===== src/design/hit_pkg.sv =====
// shared constants and carrier types of the hart interrupt and trap unit
package hit_pkg;

	localparam int unsigned XLEN        = 64;
	localparam int unsigned CSR_ADDR_W  = 12;
	localparam int unsigned LOCAL_NUM   = 16;

	// control register addresses on the core's register port
	localparam logic [11:0] CSR_STATUS      = 12'h300;
	localparam logic [11:0] CSR_IRQ_ENABLE  = 12'h304;
	localparam logic [11:0] CSR_TRAP_VECTOR = 12'h305;
	localparam logic [11:0] CSR_RETURN_PC   = 12'h341;
	localparam logic [11:0] CSR_TRAP_CAUSE  = 12'h342;
	localparam logic [11:0] CSR_IRQ_PENDING = 12'h344;

	// status fields
	localparam int unsigned STATUS_IRQ_ENABLE_BIT = 3;
	localparam int unsigned STATUS_PRIOR_IE_BIT   = 7;
	localparam int unsigned STATUS_PRIOR_PRIV_LO  = 11;
	localparam int unsigned STATUS_PRIOR_PRIV_HI  = 12;

	// pending and enable bit positions, equal to the interrupt codes
	localparam logic [5:0] CODE_SOFT     = 6'h03;
	localparam logic [5:0] CODE_TIMER    = 6'h07;
	localparam logic [5:0] CODE_EXTERNAL = 6'h0B;
	localparam logic [5:0] CODE_LOCAL0   = 6'h10;
	localparam logic [63:0] IRQ_IMPL_MASK = 64'h0000_0000_FFFF_0888;

	// synchronous exception codes
	localparam logic [3:0] EXC_FETCH_MISALIGN = 4'h0;
	localparam logic [3:0] EXC_FETCH_FAULT    = 4'h1;
	localparam logic [3:0] EXC_ILLEGAL        = 4'h2;
	localparam logic [3:0] EXC_BREAKPOINT     = 4'h3;
	localparam logic [3:0] EXC_LOAD_MISALIGN  = 4'h4;
	localparam logic [3:0] EXC_LOAD_FAULT     = 4'h5;
	localparam logic [3:0] EXC_STORE_MISALIGN = 4'h6;
	localparam logic [3:0] EXC_STORE_FAULT    = 4'h7;
	localparam logic [3:0] EXC_ECALL_USER     = 4'h8;
	localparam logic [3:0] EXC_ECALL_MACHINE  = 4'hB;

	// vector mode and privilege encodings
	localparam logic [1:0] MODE_DIRECT   = 2'h0;
	localparam logic [1:0] MODE_VECTORED = 2'h1;
	localparam logic [1:0] PRIV_USER     = 2'h0;
	localparam logic [1:0] PRIV_MACHINE  = 2'h3;

	// reset values
	localparam logic [63:0] TRAP_VECTOR_RST = 64'h0000_0000_0000_0000;
	localparam logic [63:0] TRAP_CAUSE_RST  = 64'h0000_0000_0000_0000;
	localparam logic [63:0] RETURN_PC_RST   = 64'h0000_0000_0000_0000;
	localparam logic [63:0] IRQ_ENABLE_RST  = 64'h0000_0000_0000_0000;

	// global controller clock: core cycles per controller cycle, and its extra stages
	localparam logic [3:0] CTRL_CLK_RATIO  = 4'h2;
	localparam int unsigned CTRL_DLY_STAGES = 3;

	typedef struct packed {
		logic                  valid;
		logic                  we;
		logic [CSR_ADDR_W-1:0] addr;
		logic [XLEN-1:0]       wdata;
	} hit_csr_req_t;

	typedef struct packed {
		logic [LOCAL_NUM-1:0] local_irq;
		logic                 ext_irq;
		logic                 timer_irq;
		logic                 soft_irq;
	} hit_irq_in_t;

	typedef struct packed {
		logic            valid;
		logic [3:0]      code;
		logic [XLEN-1:0] pc;
	} hit_exc_t;

	typedef struct packed {
		logic       div_busy;
		logic [4:0] div_rd;
		logic       issue_valid;
		logic [4:0] issue_rs1;
		logic [4:0] issue_rs2;
	} hit_pipe_t;

	typedef struct packed {
		logic            valid;
		logic [XLEN-1:0] addr;
	} hit_fetch_t;

endpackage


===== src/design/hit_trap_unit.sv =====
// interrupt pending, priority pick, trap cause and handler fetch address of one hart
// Summary of operation
// RL1 - pending bits 3, 7, 11 show software, timer, external; others reserved.
// RL2 - pending bits 16 to 31 show local interrupts 0 to 15.
// RL3 - interrupt trap sets cause top bit and interrupt number below.
// RL4 - timer interrupt leaves cause as flag plus code 7.
// RL5 - exception clears cause top bit and records exception code.
// RL6 - cause bits 62:0 hold code, bit 63 the interrupt flag.
// RL7 - exception codes 0 to 8 and 11 defined; others reserved.
// RL8 - vector mode field bits 1:0: 0 direct, 1 vectored, others reserved.
// RL9 - vector base in bits 63:2, low two address bits zero.
// RL10 - direct mode sends every trap to the vector base.
// RL11 - vectored mode sends interrupts to base plus four times code.
// RL12 - global interrupts use code 11, so base plus 0x2C.
// RL13 - software gives a 128-byte aligned base in vectored mode.
// RL14 - an enabled local interrupt beats a simultaneous global one.
// RL15 - among local interrupts the highest number wins.
// RL16 - order: local 15..0, external, software, timer.
// RL17 - signal to handler fetch takes 4 core cycles best case.
// RL18 - global interrupts add 3 controller clock cycles.
// RL19 - a running division is never cancelled by a trap.
// RL20 - reading an unfinished division result stalls the pipeline.
// RL21 - trap entry saves enable, clears it, saves pc and privilege.
// RL22 - trap return restores privilege, enable and pc.
// RL23 - interrupt taken only with global and individual enable set.
// RL24 - vectored mode still sends exceptions to the vector base.
`timescale 1ns/100ps
module hit_trap_unit (
	input  wire logic                  ref_clk,
	input  wire logic                  resetn,
	input  wire hit_pkg::hit_csr_req_t csr_req,
	input  wire hit_pkg::hit_irq_in_t  irq_in,
	input  wire hit_pkg::hit_exc_t     exc_in,
	input  wire logic [63:0]           cur_pc,
	input  wire logic                  machine_trap_return,
	input  wire hit_pkg::hit_pipe_t    pipe_in,
	output logic                       csr_ack,
	output logic                       csr_err,
	output logic [63:0]                csr_rdata,
	output hit_pkg::hit_fetch_t        fetch_out,
	output logic                       trap_flush,
	output logic                       pipe_stall,
	output logic [1:0]                 priv_mode
);
	typedef struct packed {
		logic        g_irq_en;
		logic        prior_irq_enable;
		logic [1:0]  prior_privilege;
		logic [1:0]  priv;
		logic [63:0] irq_enable;
		logic [63:0] return_pc;
		logic [63:0] trap_cause;
		logic [63:0] trap_vector;
		logic [3:0]  ctrl_cnt;
		logic [2:0]  ext_dly;
		logic        ext_in;
		logic        pick_valid;
		logic [5:0]  pick_code;
		logic        csr_ack;
		logic        csr_err;
		logic [63:0] csr_rdata;
		hit_pkg::hit_fetch_t fetch;
		logic        flush;
		logic        stall;
	} hit_state_t;

	hit_state_t          st_ff;
	hit_state_t          nxt_st;
	logic                rst_n_s;
	hit_pkg::hit_irq_in_t irq_s;
	logic [63:0]         pending;
	logic [63:0]         eligible;
	logic                any_elig;
	logic [5:0]          best_code;
	logic                ctrl_en;
	logic                take_exc;
	logic                take_irq;
	logic                take_ret;
	logic [3:0]          exc_code_legal;
	logic [63:0]         vec_base;

	hit_sync2 #(.W(1)) u_rst_sync (
		.ref_clk (ref_clk),
		.rst_n   (resetn),
		.d       (1'b1),
		.q       (rst_n_s)
	);

	hit_sync2 #(.W(19)) u_irq_sync (
		.ref_clk (ref_clk),
		.rst_n   (rst_n_s),
		.d       (irq_in),
		.q       (irq_s)
	);

	// external line runs through the slower controller stages
	assign pending = {32'h0, irq_s.local_irq, 4'h0, st_ff.ext_dly[hit_pkg::CTRL_DLY_STAGES-1], 3'h0,
		irq_s.timer_irq, 3'h0, irq_s.soft_irq, 3'h0}; // RL1 RL2 RL18
	assign eligible = pending & st_ff.irq_enable & {64{st_ff.g_irq_en}}; // RL23
	assign any_elig = |eligible;

	// fixed priority: locals high to low, then external, software, timer
	always_comb begin
		best_code = hit_pkg::CODE_TIMER;
		if (eligible[hit_pkg::CODE_SOFT]) begin
			best_code = hit_pkg::CODE_SOFT;
		end
		if (eligible[hit_pkg::CODE_EXTERNAL]) begin
			best_code = hit_pkg::CODE_EXTERNAL; // RL12
		end
		for (int i = 0; i < 16; i++) begin
			if (eligible[16+i]) begin
				best_code = 6'(16 + i); // RL14 RL15 RL16
			end
		end
	end

	always_comb begin
		case (exc_in.code)
			hit_pkg::EXC_FETCH_MISALIGN, hit_pkg::EXC_FETCH_FAULT, hit_pkg::EXC_ILLEGAL,
			hit_pkg::EXC_BREAKPOINT, hit_pkg::EXC_LOAD_MISALIGN, hit_pkg::EXC_LOAD_FAULT,
			hit_pkg::EXC_STORE_MISALIGN, hit_pkg::EXC_STORE_FAULT, hit_pkg::EXC_ECALL_USER,
			hit_pkg::EXC_ECALL_MACHINE: exc_code_legal = exc_in.code; // RL7
			default: exc_code_legal = hit_pkg::EXC_ILLEGAL;
		endcase
	end

	assign ctrl_en  = (st_ff.ctrl_cnt == hit_pkg::CTRL_CLK_RATIO - 4'h1);
	assign vec_base = {st_ff.trap_vector[63:2], 2'b00}; // RL9
	// exception beats a picked interrupt; the level stays and is picked again
	assign take_exc = exc_in.valid;
	assign take_irq = st_ff.pick_valid && eligible[st_ff.pick_code] && !take_exc; // RL23
	assign take_ret = machine_trap_return && !take_exc && !take_irq;

	always_comb begin
		nxt_st           = st_ff;
		nxt_st.csr_ack   = 1'b0;
		nxt_st.csr_err   = 1'b0;
		nxt_st.csr_rdata = 64'h0;
		nxt_st.flush     = 1'b0;
		nxt_st.fetch     = '0;
		nxt_st.ctrl_cnt  = ctrl_en ? 4'h0 : 4'(st_ff.ctrl_cnt + 4'h1);
		// retime first, so the slow stages never add less than three full controller periods
		nxt_st.ext_in = irq_s.ext_irq; // RL18
		if (ctrl_en) begin
			nxt_st.ext_dly = {st_ff.ext_dly[1:0], st_ff.ext_in}; // RL18
		end
		// two synchroniser stages, registered pick and commit stage fill the four-cycle path
		nxt_st.pick_valid = any_elig && !take_irq; // RL17
		nxt_st.pick_code  = best_code;
		// division hazard is the only pipeline hold; traps never kill the divider
		nxt_st.stall = pipe_in.div_busy && pipe_in.issue_valid && (pipe_in.div_rd != 5'h0) &&
			((pipe_in.issue_rs1 == pipe_in.div_rd) || (pipe_in.issue_rs2 == pipe_in.div_rd)); // RL19 RL20

		if (csr_req.valid) begin
			nxt_st.csr_ack = 1'b1;
			case (csr_req.addr)
				hit_pkg::CSR_STATUS: begin
					nxt_st.csr_rdata[hit_pkg::STATUS_IRQ_ENABLE_BIT] = st_ff.g_irq_en;
					nxt_st.csr_rdata[hit_pkg::STATUS_PRIOR_IE_BIT]   = st_ff.prior_irq_enable;
					nxt_st.csr_rdata[hit_pkg::STATUS_PRIOR_PRIV_HI:hit_pkg::STATUS_PRIOR_PRIV_LO] =
						st_ff.prior_privilege;
					if (csr_req.we) begin
						nxt_st.g_irq_en         = csr_req.wdata[hit_pkg::STATUS_IRQ_ENABLE_BIT];
						nxt_st.prior_irq_enable = csr_req.wdata[hit_pkg::STATUS_PRIOR_IE_BIT];
						if (csr_req.wdata[hit_pkg::STATUS_PRIOR_PRIV_HI:hit_pkg::STATUS_PRIOR_PRIV_LO]
							== hit_pkg::PRIV_USER || csr_req.wdata[hit_pkg::STATUS_PRIOR_PRIV_HI:
							hit_pkg::STATUS_PRIOR_PRIV_LO] == hit_pkg::PRIV_MACHINE) begin
							nxt_st.prior_privilege =
								csr_req.wdata[hit_pkg::STATUS_PRIOR_PRIV_HI:hit_pkg::STATUS_PRIOR_PRIV_LO];
						end
					end
				end
				hit_pkg::CSR_IRQ_ENABLE: begin
					nxt_st.csr_rdata = st_ff.irq_enable;
					if (csr_req.we) begin
						nxt_st.irq_enable = csr_req.wdata & hit_pkg::IRQ_IMPL_MASK;
					end
				end
				hit_pkg::CSR_IRQ_PENDING: begin
					nxt_st.csr_rdata = pending; // RL1 RL2
				end
				hit_pkg::CSR_TRAP_CAUSE: begin
					nxt_st.csr_rdata = st_ff.trap_cause;
					if (csr_req.we) begin
						nxt_st.trap_cause = csr_req.wdata; // RL6
					end
				end
				hit_pkg::CSR_TRAP_VECTOR: begin
					nxt_st.csr_rdata = st_ff.trap_vector;
					if (csr_req.we) begin
						nxt_st.trap_vector[63:2] = csr_req.wdata[63:2]; // RL9
						// reserved mode values keep the old mode
						if (csr_req.wdata[1:0] == hit_pkg::MODE_DIRECT ||
							csr_req.wdata[1:0] == hit_pkg::MODE_VECTORED) begin
							nxt_st.trap_vector[1:0] = csr_req.wdata[1:0]; // RL8
						end
					end
				end
				hit_pkg::CSR_RETURN_PC: begin
					nxt_st.csr_rdata = st_ff.return_pc;
					if (csr_req.we) begin
						nxt_st.return_pc = csr_req.wdata;
					end
				end
				default: begin
					nxt_st.csr_err = 1'b1;
				end
			endcase
		end

		// trap side effects override a register write in the same cycle
		if (take_exc || take_irq) begin
			nxt_st.prior_irq_enable = st_ff.g_irq_en; // RL21
			nxt_st.g_irq_en         = 1'b0;
			nxt_st.prior_privilege  = st_ff.priv;
			nxt_st.priv             = hit_pkg::PRIV_MACHINE;
			nxt_st.return_pc        = take_exc ? exc_in.pc : cur_pc;
			nxt_st.flush            = 1'b1;
			nxt_st.fetch.valid      = 1'b1;
			nxt_st.pick_valid       = 1'b0;
			if (take_exc) begin
				nxt_st.trap_cause = {1'b0, 59'h0, exc_code_legal}; // RL5 RL6
				nxt_st.fetch.addr = vec_base; // RL10 RL24
			end else begin
				nxt_st.trap_cause = {1'b1, 57'h0, st_ff.pick_code}; // RL3 RL4 RL6
				if (st_ff.trap_vector[1:0] == hit_pkg::MODE_VECTORED) begin
					nxt_st.fetch.addr = vec_base + {56'h0, st_ff.pick_code, 2'b00}; // RL11 RL12
				end else begin
					nxt_st.fetch.addr = vec_base; // RL10
				end
			end
		end else if (take_ret) begin
			nxt_st.priv        = st_ff.prior_privilege; // RL22
			nxt_st.g_irq_en    = st_ff.prior_irq_enable;
			nxt_st.prior_irq_enable = 1'b1;
			nxt_st.prior_privilege  = hit_pkg::PRIV_USER;
			nxt_st.fetch.valid = 1'b1;
			nxt_st.fetch.addr  = st_ff.return_pc;
			nxt_st.flush       = 1'b1;
		end
	end

	always_ff @(posedge ref_clk or negedge rst_n_s) begin
		if (!rst_n_s) begin
			st_ff                  <= '0;
			st_ff.prior_privilege  <= hit_pkg::PRIV_MACHINE;
			st_ff.priv             <= hit_pkg::PRIV_MACHINE;
			st_ff.irq_enable       <= hit_pkg::IRQ_ENABLE_RST;
			st_ff.return_pc        <= hit_pkg::RETURN_PC_RST;
			st_ff.trap_cause       <= hit_pkg::TRAP_CAUSE_RST;
			st_ff.trap_vector      <= hit_pkg::TRAP_VECTOR_RST;
		end else begin
			st_ff <= nxt_st;
		end
	end

	assign csr_ack    = st_ff.csr_ack;
	assign csr_err    = st_ff.csr_err;
	assign csr_rdata  = st_ff.csr_rdata;
	assign fetch_out  = st_ff.fetch;
	assign trap_flush = st_ff.flush;
	assign pipe_stall = st_ff.stall;
	assign priv_mode  = st_ff.priv;

	property p_pending_reserved;
		@(posedge ref_clk) disable iff (!rst_n_s)
		csr_req.valid && csr_req.addr == hit_pkg::CSR_IRQ_PENDING
			|=> csr_rdata[63:32] == 32'h0 && csr_rdata[15:12] == 4'h0 && csr_rdata[2:0] == 3'h0;
	endproperty
	a_pending_reserved: assert property (p_pending_reserved) else $error("pending reserved bits set"); // RL1 RL2

	property p_irq_cause;
		@(posedge ref_clk) disable iff (!rst_n_s)
		take_irq |=> trap_flush && st_ff.trap_cause == {1'b1, 57'h0, $past(st_ff.pick_code)};
	endproperty
	a_irq_cause: assert property (p_irq_cause) else $error("interrupt cause wrong"); // RL3 RL6

	property p_timer_cause;
		@(posedge ref_clk) disable iff (!rst_n_s)
		take_irq && st_ff.pick_code == hit_pkg::CODE_TIMER |=> st_ff.trap_cause == 64'h8000_0000_0000_0007;
	endproperty
	a_timer_cause: assert property (p_timer_cause) else $error("timer cause wrong"); // RL4

	property p_exc_entry;
		@(posedge ref_clk) disable iff (!rst_n_s)
		take_exc |=> !st_ff.trap_cause[63] && fetch_out.valid && fetch_out.addr == $past(vec_base);
	endproperty
	a_exc_entry: assert property (p_exc_entry) else $error("exception entry wrong"); // RL5 RL24

	property p_vectored_irq;
		@(posedge ref_clk) disable iff (!rst_n_s)
		take_irq && st_ff.trap_vector[1:0] == hit_pkg::MODE_VECTORED
			|=> fetch_out.addr == $past(vec_base) + {56'h0, $past(st_ff.pick_code), 2'b00};
	endproperty
	a_vectored_irq: assert property (p_vectored_irq) else $error("vectored address wrong"); // RL11

	property p_direct_irq;
		@(posedge ref_clk) disable iff (!rst_n_s)
		take_irq && st_ff.trap_vector[1:0] == hit_pkg::MODE_DIRECT |=> fetch_out.addr == $past(vec_base);
	endproperty
	a_direct_irq: assert property (p_direct_irq) else $error("direct address wrong"); // RL10

	property p_local15_wins;
		@(posedge ref_clk) disable iff (!rst_n_s)
		eligible[31] && !take_irq && !take_exc |=> st_ff.pick_code == 6'h1F;
	endproperty
	a_local15_wins: assert property (p_local15_wins) else $error("local 15 not picked"); // RL15 RL16

	property p_entry_enable;
		@(posedge ref_clk) disable iff (!rst_n_s)
		take_exc || take_irq |=> !st_ff.g_irq_en && st_ff.prior_irq_enable == $past(st_ff.g_irq_en)
			&& st_ff.return_pc == ($past(take_exc) ? $past(exc_in.pc) : $past(cur_pc));
	endproperty
	a_entry_enable: assert property (p_entry_enable) else $error("trap entry state wrong"); // RL21

	property p_return;
		@(posedge ref_clk) disable iff (!rst_n_s)
		take_ret |=> st_ff.g_irq_en == $past(st_ff.prior_irq_enable) && fetch_out.addr == $past(st_ff.return_pc)
			&& priv_mode == $past(st_ff.prior_privilege);
	endproperty
	a_return: assert property (p_return) else $error("trap return wrong"); // RL22

	property p_div_stall;
		@(posedge ref_clk) disable iff (!rst_n_s)
		pipe_in.div_busy && pipe_in.issue_valid && pipe_in.div_rd != 5'h0 && pipe_in.issue_rs1 == pipe_in.div_rd
			|=> pipe_stall;
	endproperty
	a_div_stall: assert property (p_div_stall) else $error("division hazard not stalled"); // RL20
endmodule


===== src/design/hit_sync2.sv =====
// two flip-flop synchroniser for levels entering the core clock domain
`timescale 1ns/100ps
module hit_sync2 #(
	parameter int unsigned W = 1
) (
	input  wire logic         ref_clk,
	input  wire logic         rst_n,
	input  wire logic [W-1:0] d,
	output logic      [W-1:0] q
);
	typedef struct packed {
		logic [W-1:0] s1;
		logic [W-1:0] s2;
	} hit_sync_st_t;

	hit_sync_st_t st_ff;
	hit_sync_st_t nxt_st;

	// first stage feeds only the second
	always_comb begin
		nxt_st    = st_ff;
		nxt_st.s1 = d;
		nxt_st.s2 = st_ff.s1;
	end

	always_ff @(posedge ref_clk or negedge rst_n) begin
		if (!rst_n) begin
			st_ff <= '0;
		end else begin
			st_ff <= nxt_st;
		end
	end

	assign q = st_ff.s2;
endmodule


===== config.mk =====
export PLATFORM = sky130hd
export DESIGN_NAME = hit_trap_unit
export DESIGN_NICKNAME = d
export VERILOG_FILES = /design/src/design/hit_pkg.sv /design/src/design/hit_trap_unit.sv /design/src/design/hit_sync2.sv
export SDC_FILE = /design/constraint.sdc
export NUM_CORES = 1
export LEC_CHECK = 0
export ABC_AREA = 1
export BUFFER_PORTS_ARGS = -buffer_cell sky130_fd_sc_hd__buf_4
export CAP_MARGIN = 0
export CORE_ASPECT_RATIO = 0.7
export CORE_MARGIN = 4
export CORE_UTILIZATION = 50
export DETAILED_ROUTE_END_ITERATION = 10
export PLACE_DENSITY = 0.72
export SLEW_MARGIN = 5
export SYNTH_ARGS = -nofsm -noshare
export SYNTH_HDL_FRONTEND = slang
export SYNTH_SLANG_ARGS = --single-unit

===== constraint.sdc =====
create_clock -name ref_clk -period 13.3 [get_ports ref_clk]
set_clock_uncertainty 0.05 [all_clocks]
set_input_delay 0.665 -clock ref_clk [delete_from_list [all_inputs] [get_ports ref_clk]]
set_output_delay 0.665 -clock ref_clk [all_outputs]
set_load 0.02 [all_outputs]

# --- Word level (Yosys, flattened, before mapping) ---
# Cells that the tools add are included.
# W data, S select, Z words.
op_classes:
  n_bitwise: 2
  n_eq_ne: 21
  magnitude_cmp: 1
  n_reduce_logical: 37
  mux: 52
  n_addsub: 2
ops:
  columns: ["operator", "count"]
  rows:
  - ["$mux W64", 9]
  - ["$pmux W51 S5", 1]
  - ["$mux W66", 3]
  - ["$mux W192", 1]
  - ["$mux W128", 1]
  - ["$mux W6", 17]
  - ["$eq A12 B10 Y1 const B", 6]
  - ["$add A64 B8 Y64", 1]
  - ["$and A32 B64 Y64", 1]
  - ["$reduce_or A64 Y1", 1]
  - ["$and A32 B32 Y32", 1]
  - ["$pmux W3 S3", 3]
  - ["$mux W4", 6]
  - ["$eq A4 B3 Y1 const B", 4]
  - ["$reduce_and A3 Y1", 5]
  - ["$pmux W1 S6", 2]
  - ["$pmux W2 S6", 1]
  - ["$reduce_bool A3 Y1", 4]
  - ["$eq A5 B5 Y1", 2]
  - ["$reduce_bool A2 Y1", 5]
  - ["$reduce_or A10 Y1", 1]
  - ["$eq A4 B1 Y1 const B", 2]
  - ["$eq A4 B2 Y1 const B", 2]
  - ["$eq A4 B4 Y1 const B", 2]
  - ["17 further kinds", 34]
word_totals:
  register_bits: 405
  out_inout_bits: 135
  inputBits: 250

# --- Logic depth before layout (Yosys ltp) ---
logic_depth:
  depth_word: 20
  depth_mapped: 18
  depth_no_buf: 17

# --- By module ---
# From an unflattened synthesis, not the netlist that was laid out.
unflattened:
  cells_unflattened: 2602
  hier_area_um2: 20943.8
by_module_without_submodules:
  columns: ["module", "instances", "seq_area_each_um2", "area_each_um2", "cells_per_inst"]
  rows:
  - ["hit_trap_unit", 1, 9088.7, 19942.9, 2562]
  - ["hit_sync2 (u_irq_sync)", 1, 950.9, 950.9, 38]
  - ["hit_sync2 (u_rst_sync)", 1, 50.0, 50.0, 2]

# --- Worst setup path before layout ---
# OpenSTA, ideal clock, no wires.
synth_path:
  path_kind: "reg2reg"
  start: "reg st_ff[133] (netlist bit)"
  end: "reg st_ff (netlist bit fetch_out[50])"
  stages_incl_launch_ff: 13
  period_less_slack_ns: 2.446
  path_slack_ns: 10.854
  t_arrival_ns: 2.319
  t_required_ns: 13.174
  cell_sequence: "dfrtp_1 ha_1 inv_1 fa_1 o21ai_1 nand2_1 a21oi_4 nand3_1 nor2_2 nand2_1 o21bai_1 nand3_1 o21ai_1"
synth_rtl:
  columns: ["element", "line_no", "text"]
  rows:
  - ["start, declared", "hit_trap_unit.sv:67", "hit_state_t st_ff;"]
  - ["start signal, assigned", "hit_trap_unit.sv:254", "st_ff <= nxt_st;"]

# --- Worst setup path after layout ---
layout_path:
  start: "reg st_ff[409] (netlist bit)"
  end: "reg st_ff[293] (netlist bit)"
layout_between:
  elab_chain_len: 8
  elab_cells_between_ends: 11
layout_lines:
  columns: ["element", "line_no", "text"]
  rows:
  - ["$and A32 B64 Y64 *", "hit_trap_unit.sv:99", "assign eligible = pending & st_ff.irq_enable & {64{st_ff.g_irq_en}};"]
  - ["$bmux W1 S6 *", "hit_trap_unit.sv:132", "assign take_irq = st_ff.pick_valid && eligible[st_ff.pick_code] && !take_exc;"]
  - ["$mux W1 (not written as such) *", "hit_trap_unit.sv:132", null]
  - ["$logic_and A1 B1 Y1 * (2 in series)", "hit_trap_unit.sv:132", null]
  - ["$logic_or A1 B1 Y1 *", "hit_trap_unit.sv:213", "if (take_exc || take_irq) begin"]
  - ["$reduce_bool A2 Y1 (no source line)", null, null]
  - ["$reduce_and A3 Y1 (no source line)", null, null]
# Every way passes the cells marked *; elsewhere a longest branch is shown, timed or not. The select of a mux whose other input is x is not followed.
# A chain may end at the register's enable or synchronous reset.

==> flow_summary.json <==
{
  "status": "completed",
  "rsz0062_at_grt": "false",
  "crit_path_max_fanout": 68,
  "relSlewSlack_pct": 23.28,
  "nNetsFinal": 2895,
  "min_period_ps": 4436,
  "tns_ps": 0,
  "leakage_nw": 12.03,
  "antenna_found_initial": 0,
  "num_antenna_cells": 0,
  "dr.first_iter.drc_count": 2182,
  "cts.reportedPaths.clkPinSlew_ps": 60,
  "netlist-cell-type-count": 48,
  "p_total_mw": 2.734,
  "p_per_area_nw_per_um2": 111.2,
  "setup_viol": 0,
  "cts_made_buffers": 41,
  "core_area_um2": 41500,
  "port_buffers": 384,
  "drive_above_1_share_pct": 26.69,
  "grt_pass1_wl_um": 111100,
  "cts_resized": 0,
  "crit_required_ps": 13730,
  "boundaryPins": 385,
  "final_antenna_net_count": 0,
  "intPower_mw": 2.028,
  "min-delay-path-class": "input pin to flip-flop",
  "syn_avg_cell_area_um2": 8.697,
  "pwr-share-comb_pct": 10.1,
  "grt_use_total_pct": 31.29,
  "ctsRootBufferMaster": "clkbuf_16",
  "fin_crit_sh_pct": 33.36,
  "ys_ff_latch": 403,
  "cts.sinks": 403,
  "hold_viol_final": 0,
  "die_y_um": 180.4,
  "async_flop_share_pct": 100.0,
  "wl_per_cell_um": 22.78,
  "final_common_cell": "nand2_1",
  "yosys.area.top_type": "dfrtp_1",
  "crit_arrival_ps": 4860,
  "holdWs_ps": 172.7,
  "ir_worst_vdd_mv": 0.07819,
  "swShare_pct": 25.80,
  "detail_route.first_pass.iterations": 6,
  "clockPowerShare_pct": 42.0,
  "yosys_most_used_dff": "dfrtp_1",
  "max_freq_ghz": 0.2254,
  "start_util_pct": 51.17,
  "synth_area_um2": 21240,
  "via_per_inst": 5.844,
  "clockBufferDepth": 3,
  "wirelength_um": 73170,
  "num_rows": 62,
  "layout_common_cells": "583 x nand2_1, 405 x buf_4, 398 x dfrtp_1, 204 x nand3_1, 174 x inv_1",
  "syn_to_final_growth_pct": 15.73,
  "switching_power_mw": 0.7053,
  "grt_pass1_vias": 18420,
  "vias": 18770,
  "synth-edff-count": 0,
  "die_w_um": 254.3,
  "drcViolationCount": 0,
  "critPathKind": "flip-flop to flip-flop",
  "grt-ovfl-total": 0,
  "cts_setup_buffers": 0,
  "die-area_um2": 45890,
  "gp_congestion": 0.9496,
  "drv_cap": 0,
  "maxSlewViolCount": 0,
  "grt_max_degree": 185,
  "seq_area_frac_synth_pct": 47.51,
  "clk_latency_ps": 540,
  "hpwl_um": 50830,
  "ys_warn_count": 0,
  "worst_slew_pin_slew_ps": 1147,
  "synth_top_area_share_pct": 47.01,
  "tritoncts": "built",
  "cp-start-kind": "flip-flop",
  "syn_inst": 2442,
  "p_seq_share_pct": 47.9,
  "ys_top_cells_by_area": "dfrtp_1 47%, nand2_1 10%, nand3_1 4.8%, buf_4 4.8%, o211ai_2 3.4%",
  "htree_levels": 2,
  "synth_nets": 2698,
  "crit_path_end_kind": "flip-flop"
}
[path summary, 6_finish.rpt]
check,slack [ps],depth (start not counted),to,start
max in group asynchronous,10140,3,st_ff[318],u_rst_sync.q
min reg2reg,260,0,csr_err,u_rst_sync.q
min,170,1,u_irq_sync.nxt_st[18],irq_in[18]
max reg2reg,8860,14,st_ff[293],st_ff[409]
max,8860,14,st_ff[293],st_ff[409]
min in group asynchronous,260,0,csr_err,u_rst_sync.q
[sequential cells by signal, indices dropped and copies added (netlist names)]
signal / flops
u_rst_sync.nxt_st: 1
fetch_out: 65
priv_mode: 2
pipe_stall: 1
csr_err: 1
u_irq_sync.nxt_st: 19
pending: 1
u_rst_sync.q: 1
csr_ack: 1
csr_rdata: 64
u_irq_sync.q: 19
st_ff: 228
[critical path, cell delays in order, from the launching register on]
cell and delay (ps):
dfrtp_1 710, nand3_1 320, nand2_1 70, nand2_1 70, nand2_1 50, nand2_1 80
nand3_1 90, nand2_1 130, nand2_2 130, nand2_8 130, nand2_8 270, nor2_8 820
buf_4 910, nand3_1 190, nand3_1 130
[power groups by stage]
| stage | logic, mW | registers (mW) | clock network, mW |
|---|---|---|---|
| after global routing | 0.301 | 1.31 | 1.21 |
| after floorplan | 0.152 | 1.33 | 0 |
| after detailed placement | 0.277 | 1.33 | 0 |
| final | 0.277 | 1.31 | 1.15 |
| after CTS | 0.278 | 1.31 | 1.16 |
| after global placement | 0.271 | 1.33 | 0 |
[through the flow]
stage	std cells	area, um2	setup WS (ps)	utilization (%)
final	3212	24580	8864	59.22
after floorplan	2442	21240	1193	-
after global placement	3139	23270	9170	56.06
after CTS	3212	24580	8985	59.22
after global routing	3212	24580	8609	59.22
after detailed placement	3139	23270	9001	56.06
[what timing repair did]
item	4_1_cts	5_1_grt
hold endpoints to repair	2	0
hold buffers	1	0
endpoints found under the setup margin	0	0
[Yosys cell counts, types with 7 or more instances]
cell type and instances:
nand2_1 584, dfrtp_1 399, nand3_1 205, inv_1 175, nor2_1 167, buf_4 136
o21ai_0 125, or2_2 70, nand3_2 68, o211ai_2 57, clkbuf_1 50, nand4_1 41
nor3_1 41, buf_2 39, xor2_1 37, a221oi_1 32, o22ai_1 30, a21oi_1 27
o21ai_1 17, mux2_2 14, xnor2_1 13, a31oi_1 11, nor4_1 10, a22o_1 9
buf_6 9, a211oi_1 8, o211ai_1 8, buf_8 7
[kinds of logic after synthesis]
family	after synthesis	share of synthesized area [%]
fa+ha+maj	6	0.3888
buf+inv	433	11.44
other cells	1	0.01766
simple gates	1203	26.62
mux	14	0.7423
xor+xnor	50	2.062
flops	403	47.51
compound gates	332	11.23
[layout make-up]
| class | instances | area [um2] |
|---|---|---|
| flip-flops and latches | 403 | 10090 |
| multi-input cells | 1606 | 8756 |
| inverters | 180 | 675.6 |
| repair buffers | 407 | 3070 |
| clock inverters | 19 | 161.4 |
| fillers | 3687 | 16920 |
| well taps | 544 | 680.7 |
| clock buffers | 53 | 1141 |
[per-layer routing]
metal	share of wire (%)	track usage [%]	up-vias
met5	0	0	-
met4	2.7	7.807	0
met3	11	7.806	137
met2	44	46.56	1118
met1	43	46.16	9169
li1	-	-	8346
Power figures use the tool's default switching activity.
